`src/rtl/onoff_regs.svh`:
```
// Constants for the on/off switch controller
`ifndef ONOFF_REGS_SVH
`define ONOFF_REGS_SVH

// ****************************************************************
// Clock and oscillator timing
// ****************************************************************
`define CLK_HZ      125000000
`define CLK_NS      8
`define OSC_HZ      66000
`define JIT_PP_HZ   4000
`define JIT_MOD_HZ  1000
`define PER_MIN     (`CLK_HZ / (`OSC_HZ + `JIT_PP_HZ / 2))
`define PER_MAX     (`CLK_HZ / (`OSC_HZ - `JIT_PP_HZ / 2))
`define JIT_HALF    (`OSC_HZ / (2 * `JIT_MOD_HZ))
`define JIT_STEP    ((`PER_MAX - `PER_MIN) / `JIT_HALF)
`define DUTY_PCT    65
`define LEB_NS      200
`define LEB_CYC     ((`LEB_NS + `CLK_NS - 1) / `CLK_NS)
`define FAULT_MS    50
`define OFF_MS      800
`define FAULT_CYC   (`FAULT_MS * `OSC_HZ / 1000)
`define OFF_CYC     (`OFF_MS * `OSC_HZ / 1000)

// ****************************************************************
// Register map
// ****************************************************************
`define CTRL_OFS    8'h00
`define STAT_OFS    8'h04
`define CTRL_AR_BIT 0
`define CTRL_RST    1'b1
`define STAT_SW     0
`define STAT_UV     1
`define STAT_OT     2
`define STAT_AROFF  3
`define STAT_EN     4
`define RESP_OKAY   2'h0
`define RESP_SLVERR 2'h2

`endif

```
`src/rtl/onoff_pkg.sv`:
```
// Types for the on/off switch controller
package onoff_pkg;
  typedef enum logic [1:0] {SW_OFF, SW_BLANK, SW_ON} sw_state_t;
  typedef logic [1:0]  axi_resp_t;
  typedef logic [10:0] period_t;
endpackage

```
`src/rtl/osc_if.sv`:
```
// Oscillator to control logic signals
`timescale 1ns/1ns
interface osc_if;
  logic cycle_start;
  logic max_duty_window;

  modport osc (output cycle_start, output max_duty_window);
  modport ctl (input cycle_start, input max_duty_window);
endinterface
```
`src/rtl/jitter_osc.sv`:
```
// Jittered switching oscillator with max duty window
`timescale 1ns/1ns
`include "onoff_regs.svh"
module jitter_osc
  import onoff_pkg::*;
(
  // Clock and reset
  input  wire logic clk_i,
  input  wire logic reset_n_i,
  // Oscillator outputs
  osc_if.osc        osc
);

  period_t cnt_r, cnt_nxt;
  period_t per_r, per_nxt;
  logic    up_r, up_nxt;
  logic    start_r, start_nxt;
  logic    win_r, win_nxt;
  period_t duty_lim;

  // ****************************************************************
  // Period counter and triangular dither
  // ****************************************************************
  always_comb begin
    duty_lim  = period_t'((22'(per_r) * 22'(`DUTY_PCT)) / 22'd100);
    cnt_nxt   = cnt_r + 11'h001;
    per_nxt   = per_r;
    up_nxt    = up_r;
    start_nxt = 1'b0;
    if (cnt_r >= per_r - 11'h001) begin
      cnt_nxt   = 11'h000;
      start_nxt = 1'b1;
      if (up_r) begin
        per_nxt = per_r + period_t'(`JIT_STEP);
        if (per_nxt >= period_t'(`PER_MAX)) begin
          up_nxt = 1'b0;
        end
      end else begin
        per_nxt = per_r - period_t'(`JIT_STEP);
        if (per_nxt <= period_t'(`PER_MIN)) begin
          up_nxt = 1'b1;
        end
      end
    end
    win_nxt = (cnt_nxt < duty_lim);
  end

  always_ff @(posedge clk_i) begin
    if (!reset_n_i) begin
      cnt_r   <= 11'h000;
      per_r   <= period_t'(`PER_MIN);
      up_r    <= 1'b1;
      start_r <= 1'b0;
      win_r   <= 1'b0;
    end else begin
      cnt_r   <= cnt_nxt;
      per_r   <= per_nxt;
      up_r    <= up_nxt;
      start_r <= start_nxt;
      win_r   <= win_nxt;
    end
  end

  assign osc.cycle_start     = start_r;
  assign osc.max_duty_window = win_r;

endmodule

```
`src/rtl/onoff_switch_controller.sv`:
```
// On/off cycle-skipping switch controller with register slave
//
// The AXI4-Lite slave port and the register offsets were left to the implementer.
`timescale 1ns/1ns
`include "onoff_regs.svh"
module onoff_switch_controller
  import onoff_pkg::*;
#(
  parameter bit          HAS_AUTORESTART = 1'b1,
  parameter int unsigned FAULT_CYCLES    = `FAULT_CYC,
  parameter int unsigned OFF_CYCLES      = `OFF_CYC
)(
  // Clock and reset
  input  wire logic       MCLK_I,
  input  wire logic       RESET_N_I,
  // Analog comparator conditions
  input  wire logic       FB_OVER_CURRENT_I,
  input  wire logic       CUR_LIMIT_I,
  input  wire logic       SUPPLY_LOW_I,
  input  wire logic       SUPPLY_OK_I,
  input  wire logic       TEMP_HOT_I,
  input  wire logic       TEMP_COOLED_I,
  // Power stage
  output logic            SWITCH_ON_O,
  output logic            CHARGE_EN_O,
  // AXI4-Lite write
  input  wire logic [7:0] AWADDR_I,
  input  wire logic       AWVALID_I,
  output logic            AWREADY_O,
  input  wire logic [31:0] WDATA_I,
  input  wire logic [3:0] WSTRB_I,
  input  wire logic       WVALID_I,
  output logic            WREADY_O,
  output axi_resp_t       BRESP_O,
  output logic            BVALID_O,
  input  wire logic       BREADY_I,
  // AXI4-Lite read
  input  wire logic [7:0] ARADDR_I,
  input  wire logic       ARVALID_I,
  output logic            ARREADY_O,
  output logic [31:0]     RDATA_O,
  output axi_resp_t       RRESP_O,
  output logic            RVALID_O,
  input  wire logic       RREADY_I
);

  // ****************************************************************
  // Pin synchronisers
  // ****************************************************************
  logic [5:0] meta_r;
  logic [5:0] sync_r;
  logic       fb_en_s;
  logic       cur_lim_s;
  logic       sup_low_s;
  logic       sup_ok_s;
  logic       hot_s;
  logic       cooled_s;

  always_ff @(posedge MCLK_I) begin
    if (!RESET_N_I) begin
      meta_r <= 6'h00;
      sync_r <= 6'h00;
    end else begin
      meta_r <= {FB_OVER_CURRENT_I, CUR_LIMIT_I, SUPPLY_LOW_I,
                 SUPPLY_OK_I, TEMP_HOT_I, TEMP_COOLED_I};
      sync_r <= meta_r;
    end
  end

  assign fb_en_s   = ~sync_r[5];
  assign cur_lim_s = sync_r[4];
  assign sup_low_s = sync_r[3];
  assign sup_ok_s  = sync_r[2];
  assign hot_s     = sync_r[1];
  assign cooled_s  = sync_r[0];

  // ****************************************************************
  // Oscillator
  // ****************************************************************
  osc_if osc ();

  jitter_osc u_osc (
    .clk_i     (MCLK_I),
    .reset_n_i (RESET_N_I),
    .osc       (osc.osc)
  );

  // ****************************************************************
  // Protection latches and auto-restart
  // ****************************************************************
  logic        uv_r, uv_nxt;
  logic        ot_r, ot_nxt;
  logic        ar_off_r, ar_off_nxt;
  logic [15:0] fault_r, fault_nxt;
  logic [15:0] off_r, off_nxt;
  logic        ar_en_r;
  logic        en_smp_r, en_smp_nxt;
  logic        permit;

  always_comb begin
    uv_nxt     = uv_r;
    ot_nxt     = ot_r;
    ar_off_nxt = ar_off_r;
    fault_nxt  = fault_r;
    off_nxt    = off_r;
    if (sup_low_s) begin
      uv_nxt = 1'b1;
    end else if (sup_ok_s) begin
      uv_nxt = 1'b0;
    end
    if (hot_s) begin
      ot_nxt = 1'b1;
    end else if (cooled_s) begin
      ot_nxt = 1'b0;
    end
    if (!HAS_AUTORESTART || !ar_en_r || uv_r) begin
      ar_off_nxt = 1'b0;
      fault_nxt  = 16'h0000;
      off_nxt    = 16'h0000;
    end else if (osc.cycle_start) begin
      if (ar_off_r) begin
        off_nxt = off_r + 16'h0001;
        if (off_r >= 16'(OFF_CYCLES - 1)) begin
          ar_off_nxt = 1'b0;
          off_nxt    = 16'h0000;
          fault_nxt  = 16'h0000;
        end
      end else if (!fb_en_s) begin
        fault_nxt = 16'h0000;
      end else if (fault_r >= 16'(FAULT_CYCLES)) begin
        ar_off_nxt = 1'b1;
        fault_nxt  = 16'h0000;
      end else begin
        fault_nxt = fault_r + 16'h0001;
      end
    end
  end

  always_ff @(posedge MCLK_I) begin
    if (!RESET_N_I) begin
      uv_r     <= 1'b1;
      ot_r     <= 1'b0;
      ar_off_r <= 1'b0;
      fault_r  <= 16'h0000;
      off_r    <= 16'h0000;
    end else begin
      uv_r     <= uv_nxt;
      ot_r     <= ot_nxt;
      ar_off_r <= ar_off_nxt;
      fault_r  <= fault_nxt;
      off_r    <= off_nxt;
    end
  end

  assign permit = ~uv_r & ~ot_r & ~ar_off_r;

  // ****************************************************************
  // Switch state machine
  // ****************************************************************
  sw_state_t  st_r, st_nxt;
  logic [7:0] blank_r, blank_nxt;
  logic       sw_r, sw_nxt;

  always_comb begin
    st_nxt     = st_r;
    blank_nxt  = blank_r;
    en_smp_nxt = en_smp_r;
    if (osc.cycle_start) begin
      en_smp_nxt = fb_en_s;
    end
    case (st_r)
      SW_OFF: begin
        if (osc.cycle_start && fb_en_s && !uv_r && !ot_r
            && !ar_off_nxt) begin
          st_nxt    = SW_BLANK;
          blank_nxt = 8'h00;
        end
      end
      SW_BLANK: begin
        blank_nxt = blank_r + 8'h01;
        if (!osc.max_duty_window || !permit) begin
          st_nxt = SW_OFF;
        end else if (blank_r >= 8'(`LEB_CYC - 1)) begin
          st_nxt = SW_ON;
        end
      end
      SW_ON: begin
        if (cur_lim_s || !osc.max_duty_window || !permit) begin
          st_nxt = SW_OFF;
        end
      end
      default: begin
        st_nxt = SW_OFF;
      end
    endcase
    sw_nxt = (st_nxt != SW_OFF);
  end

  always_ff @(posedge MCLK_I) begin
    if (!RESET_N_I) begin
      st_r     <= SW_OFF;
      blank_r  <= 8'h00;
      sw_r     <= 1'b0;
      en_smp_r <= 1'b0;
    end else begin
      st_r     <= st_nxt;
      blank_r  <= blank_nxt;
      sw_r     <= sw_nxt;
      en_smp_r <= en_smp_nxt;
    end
  end

  assign SWITCH_ON_O = sw_r;
  assign CHARGE_EN_O = ~sw_r;

  // ****************************************************************
  // AXI4-Lite slave
  // ****************************************************************
  logic        awrdy_r, awrdy_nxt;
  logic        wrdy_r, wrdy_nxt;
  logic        aw_hold_r, aw_hold_nxt;
  logic        w_hold_r, w_hold_nxt;
  logic [7:0]  aw_addr_r, aw_addr_nxt;
  logic [31:0] w_data_r, w_data_nxt;
  logic        w_strb_r, w_strb_nxt;
  logic        bvalid_r, bvalid_nxt;
  axi_resp_t   bresp_r, bresp_nxt;
  logic        arrdy_r, arrdy_nxt;
  logic        rvalid_r, rvalid_nxt;
  logic [31:0] rdata_r, rdata_nxt;
  axi_resp_t   rresp_r, rresp_nxt;
  logic        ar_en_nxt;
  logic [31:0] stat_word;

  always_comb begin
    stat_word = 32'h00000000;
    stat_word[`STAT_SW]    = sw_r;
    stat_word[`STAT_UV]    = uv_r;
    stat_word[`STAT_OT]    = ot_r;
    stat_word[`STAT_AROFF] = ar_off_r;
    stat_word[`STAT_EN]    = en_smp_r;
    aw_hold_nxt = aw_hold_r;
    w_hold_nxt  = w_hold_r;
    aw_addr_nxt = aw_addr_r;
    w_data_nxt  = w_data_r;
    w_strb_nxt  = w_strb_r;
    bvalid_nxt  = bvalid_r;
    bresp_nxt   = bresp_r;
    ar_en_nxt   = ar_en_r;
    if (AWVALID_I && awrdy_r) begin
      aw_hold_nxt = 1'b1;
      aw_addr_nxt = AWADDR_I;
    end
    if (WVALID_I && wrdy_r) begin
      w_hold_nxt = 1'b1;
      w_data_nxt = WDATA_I;
      w_strb_nxt = WSTRB_I[0];
    end
    if (bvalid_r && BREADY_I) begin
      bvalid_nxt = 1'b0;
    end
    if (aw_hold_r && w_hold_r && !bvalid_r) begin
      aw_hold_nxt = 1'b0;
      w_hold_nxt  = 1'b0;
      bvalid_nxt  = 1'b1;
      bresp_nxt   = `RESP_OKAY;
      if (aw_addr_r == `CTRL_OFS) begin
        if (w_strb_r) begin
          ar_en_nxt = w_data_r[`CTRL_AR_BIT];
        end
      end else if (aw_addr_r != `STAT_OFS) begin
        bresp_nxt = `RESP_SLVERR;
      end
    end
    awrdy_nxt  = ~aw_hold_nxt & ~bvalid_nxt;
    wrdy_nxt   = ~w_hold_nxt & ~bvalid_nxt;
    rvalid_nxt = rvalid_r;
    rdata_nxt  = rdata_r;
    rresp_nxt  = rresp_r;
    if (rvalid_r && RREADY_I) begin
      rvalid_nxt = 1'b0;
    end
    if (ARVALID_I && arrdy_r) begin
      rvalid_nxt = 1'b1;
      rresp_nxt  = `RESP_OKAY;
      rdata_nxt  = 32'h00000000;
      if (ARADDR_I == `CTRL_OFS) begin
        rdata_nxt[`CTRL_AR_BIT] = ar_en_r;
      end else if (ARADDR_I == `STAT_OFS) begin
        rdata_nxt = stat_word;
      end else begin
        rresp_nxt = `RESP_SLVERR;
      end
    end
    arrdy_nxt = ~rvalid_nxt;
  end

  always_ff @(posedge MCLK_I) begin
    if (!RESET_N_I) begin
      awrdy_r   <= 1'b0;
      wrdy_r    <= 1'b0;
      aw_hold_r <= 1'b0;
      w_hold_r  <= 1'b0;
      aw_addr_r <= 8'h00;
      w_data_r  <= 32'h00000000;
      w_strb_r  <= 1'b0;
      bvalid_r  <= 1'b0;
      bresp_r   <= `RESP_OKAY;
      ar_en_r   <= `CTRL_RST;
      arrdy_r   <= 1'b0;
      rvalid_r  <= 1'b0;
      rdata_r   <= 32'h00000000;
      rresp_r   <= `RESP_OKAY;
    end else begin
      awrdy_r   <= awrdy_nxt;
      wrdy_r    <= wrdy_nxt;
      aw_hold_r <= aw_hold_nxt;
      w_hold_r  <= w_hold_nxt;
      aw_addr_r <= aw_addr_nxt;
      w_data_r  <= w_data_nxt;
      w_strb_r  <= w_strb_nxt;
      bvalid_r  <= bvalid_nxt;
      bresp_r   <= bresp_nxt;
      ar_en_r   <= ar_en_nxt;
      arrdy_r   <= arrdy_nxt;
      rvalid_r  <= rvalid_nxt;
      rdata_r   <= rdata_nxt;
      rresp_r   <= rresp_nxt;
    end
  end

  assign AWREADY_O = awrdy_r;
  assign WREADY_O  = wrdy_r;
  assign BVALID_O  = bvalid_r;
  assign BRESP_O   = bresp_r;
  assign ARREADY_O = arrdy_r;
  assign RVALID_O  = rvalid_r;
  assign RDATA_O   = rdata_r;
  assign RRESP_O   = rresp_r;

endmodule

```
`config.mk`:
```
export PLATFORM = sky130hd
export DESIGN_NAME = onoff_switch_controller
export DESIGN_NICKNAME = d
export VERILOG_FILES = /design/src/rtl/onoff_pkg.sv /design/src/rtl/osc_if.sv /design/src/rtl/jitter_osc.sv /design/src/rtl/onoff_switch_controller.sv
export VERILOG_INCLUDE_DIRS = /design/src /design/src/rtl
export SDC_FILE = /design/constraint.sdc
export NUM_CORES = 1
export LEC_CHECK = 0
export BUFFER_PORTS_ARGS = -buffer_cell sky130_fd_sc_hd__buf_4
export CORE_AREA = 3 3 123 125
export CTS_CLUSTER_SIZE = 30
export DETAILED_ROUTE_END_ITERATION = 6
export DIE_AREA = 0 0 126 128
export HOLD_SLACK_MARGIN = 0.1
export PLACE_DENSITY_LB_ADDON = 0.25
export RECOVER_POWER = 100
export SLEW_MARGIN = 10
export SYNTH_ARGS = -nofsm -noshare
export SYNTH_HDL_FRONTEND = slang
export SYNTH_SLANG_ARGS = --single-unit
```
`constraint.sdc`:
```
create_clock -name MCLK_I -period 9.95 [get_ports MCLK_I]
set_clock_uncertainty 0.05 [all_clocks]
set_input_delay 0.995 -clock MCLK_I [delete_from_list [all_inputs] [get_ports MCLK_I]]
set_output_delay 0.995 -clock MCLK_I [all_outputs]
set_load 0.01 [all_outputs]
```
==> results.py <==
metrics = {
    "power": {
        "power_density_mw_per_mm2": 97.1,
        "net-switching-power_uw": 193,
        "leakagePower_uw": 0.00336,
        "p_comb_frac": 0.049,
        "swShare": 0.227,
        "p_int_uw": 659,
        "fin_total_pwr_uw": 851,
        "ir_worst_vdd_uv": 99.3,
        "clockPowerShare": 0.421,
        "p_seq_frac": 0.530,
    },
    "sta": {
        "layout_setup_ws_ns": 0.675,
        "slew_violations": 0,
        "fmax_ghz": 0.108,
        "period_needed_ns": 9.28,
        "rsz0062_at_grt": "no",
        "hold_ws_ns": 0.376,
        "max_slew_margin": 0.261,
        "worstMarginPinSlew_ns": 1.11,
        "final_hold_viol_count": 0,
        "finalSetupTns_ns": 0,
        "fin_crit_sh": 0.932,
        "finalSetupViolCount": 0,
    },
    "clock_network": {
        "numCtsBuffers": 9,
        "cts-root-buf": "clkbuf_16",
        "clock_path_buffers": 2,
        "cts_tree": "yes",
        "clk_pin_slew_ns": 0.07,
        "ctsHoldBuffers": 0,
        "clock-sinks": 109,
        "cts.htree.levels": 3,
        "postCtsSetupBuffers": 0,
        "clk_latency_ns": 0.35,
    },
    "drt": {
        "avgRoutedWirePerCell_um": 14.4,
        "dr.first_iter.drc_count": 445,
        "routed_wl_um": 18100,
        "avgViaCountPerCell": 5.94,
        "detail-route-antenna-nets": 0,
        "remaining_drc_errors": 0,
        "vias": 7434,
        "drtPass1Iterations": 5,
    },
    "floorplan": {
        "ios": 108,
        "start_util": 0.588,
        "coreArea_mm2": 0.0140,
        "dieWidth_um": 126,
        "num_rows": 43,
        "die_h_um": 128,
        "dieArea_mm2": 0.0161,
    },
    "critical_path": {
        "cp-end-kind": "flip-flop",
        "cp_common_cell": "ha_1",
        "slowest_stage": "a311oi_2",
        "arrival_ns": 9.49,
        "cp_max_fo": 10,
        "crit_type": "reg -> reg",
        "max_stage_delay_ns": 0.49,
        "startpoint_type": "flip-flop",
        "crit_required_ns": 10.16,
    },
    "global_route": {
        "grt_pass1_wl_um": 31200,
        "grt_start_max_net_pins": 33,
        "grt-ovfl-total": 0,
        "grt_pass1_vias": 6781,
        "gr-usage-all-layers": 0.224,
        "antenna_found_initial": 0,
    },
    "final_layout": {
        "nets": 1175,
        "multi_input_area_mm2": 0.00561,
        "regArea_mm2": 0.00218,
        "fillers": 1245,
        "drive_above_1_share": 0.103,
        "insertedDiodeCount": 0,
        "area_delta_synth_final_pct": 6.63,
    },
    "hold_path": {
        "hold_class": "reg -> reg",
    },
    "synthesis": {
        "ys_async_sr_fraction": 0,
        "synth_cells": 1043,
        "yosysSeqAreaShare": 0.265,
        "synth_warnings": 0,
        "synthFlopType": "dfxtp_1",
        "synth.distinct_cells": 104,
        "synth_top_cell_area_share": 0.265,
        "synth_seq_cells": 109,
        "syn_area_mm2": 0.00823,
        "synthTopCellsByArea": "dfxtp_1 (27%), ha_1 (6.4%), nor2_1 (5.9%)",
        "synth_area_leader_cell": "dfxtp_1",
        "synth_edf_count": 0,
        "synth_area_per_cell_um2": 7.89,
    },
    "place": {
        "place.gp.congestion": 0.860,
        "port_buffers": 44,
        "pre_cts_slack_ns": 0.661,
        "dp_hpwl_um": 13600,
    },
    "outcome": {
        "status": "finished clean",
    },
    "job": {
        "maxCapViolCount": 0,
    },
}
routing by layer:
layer	share of wire	vias to the layer above	track usage	wire length, um
met2	0.46	173	0.372	8390
met3	0.043	14	0.0417	775
met1	0.48	3445	0.306	8750
met4	0.0080	0	0.0435	144
met5	0	-	0	0
li1	-	3802	-	-
worst max-delay path, delay by kind of cell, from the launching register on:
family / cells / cell delay (ns)
AO/OA/AOI/OAI: 22 / 6.00
adder cells (fa/ha/maj): 4 / 1.32
AND/OR/NAND/NOR: 5 / 0.94
multiplexers: 1 / 0.43
flip-flops: 1 / 0.35
buffers and inverters: 1 / 0.06
sequential cells by signal (all words and copies together), names as in the netlist, 2 cells and up:
name,count
meta_r,6
RDATA_O,5
u_osc.per_r,11
st_r,2
sync_r,6
off_r,16
fault_r,16
u_osc.cnt_r,11
aw_addr_r,8
blank_r,8
through the flow:
step                 util  area, um^2  cells
finish              0.627        8770   1251
global route        0.627        8770   1251
CTS                 0.631        8830   1251
detailed placement  0.610        8530   1236
global placement    0.610        8530   1236
floorplan               -        8330   1071
power by group through the flow:
stage,sequential [uW],clock (uW),combinational [uW]
finish,451,359,41.7
detailed placement,461,0,43.7
floorplan,459,0,35.2
global placement,461,0,42.7
CTS,451,366,44.0
global route,452,384,47.1
layout make-up:
class / instances / share of cell area
clock buffers: 9 / 0.0257
multi-input cells: 864 / 0.639
flip-flops and latches: 109 / 0.249
repair buffers: 57 / 0.0411
inverters: 26 / 0.0111
well taps: 180 / 0.0257
clock inverters: 6 / 0.00827
cells in the final DEF (no fill, tap or decap), types with 10 or more instances in the layout:
master	count
o22ai_1	13
and3_1	15
or2_2	10
xor2_1	29
ha_1	42
inv_1	25
xnor2_1	38
or3_1	10
buf_4	39
a21oi_1	72
conb_1	29
nor2_1	130
and2_1	16
nand4_1	12
o21ai_0	32
nand2b_1	13
nand2_1	75
dfxtp_1	108
mux2i_1	10
a31oi_1	13
nor3_1	45
nor4_1	15
nand3_1	57
clkbuf_1	18
cell families after synthesis:
family | synth area share
simple gates | 0.265
compound gates | 0.241
flops | 0.265
buf+inv | 0.0674
xor+xnor | 0.0733
fa+ha+maj | 0.0677
mux | 0.0202
other cells | 0.000456
synth_stat cells, drive strengths merged (19+ instances only):
cell type / instances
nor2: 132
dfxtp: 109
a21oi: 75
nand2: 75
nand3: 57
buf: 49
nor3: 48
ha: 42
o21ai: 41
xnor2: 39
xor2: 29
inv: 25
clkbuf: 22
and2: 19
worst paths after layout:
| path | from | to | slack [ns] | cells past startpoint |
|---|---|---|---|---|
| max | u_osc.per_r[1] | u_osc.osc.max_duty_window | 0.67 | 33 |
| min reg2reg | sync_r[3] | uv_r | 0.38 | 1 |
| max reg2reg | u_osc.per_r[1] | u_osc.osc.max_duty_window | 0.67 | 33 |
| min | sync_r[3] | uv_r | 0.38 | 1 |
repair_timing:
item,CTS,global route
setup endpoints to repair,0,1
resized for setup,0,4
hold endpoints to repair,0,0
Note: power is estimated with default switching activity, not from simulation.
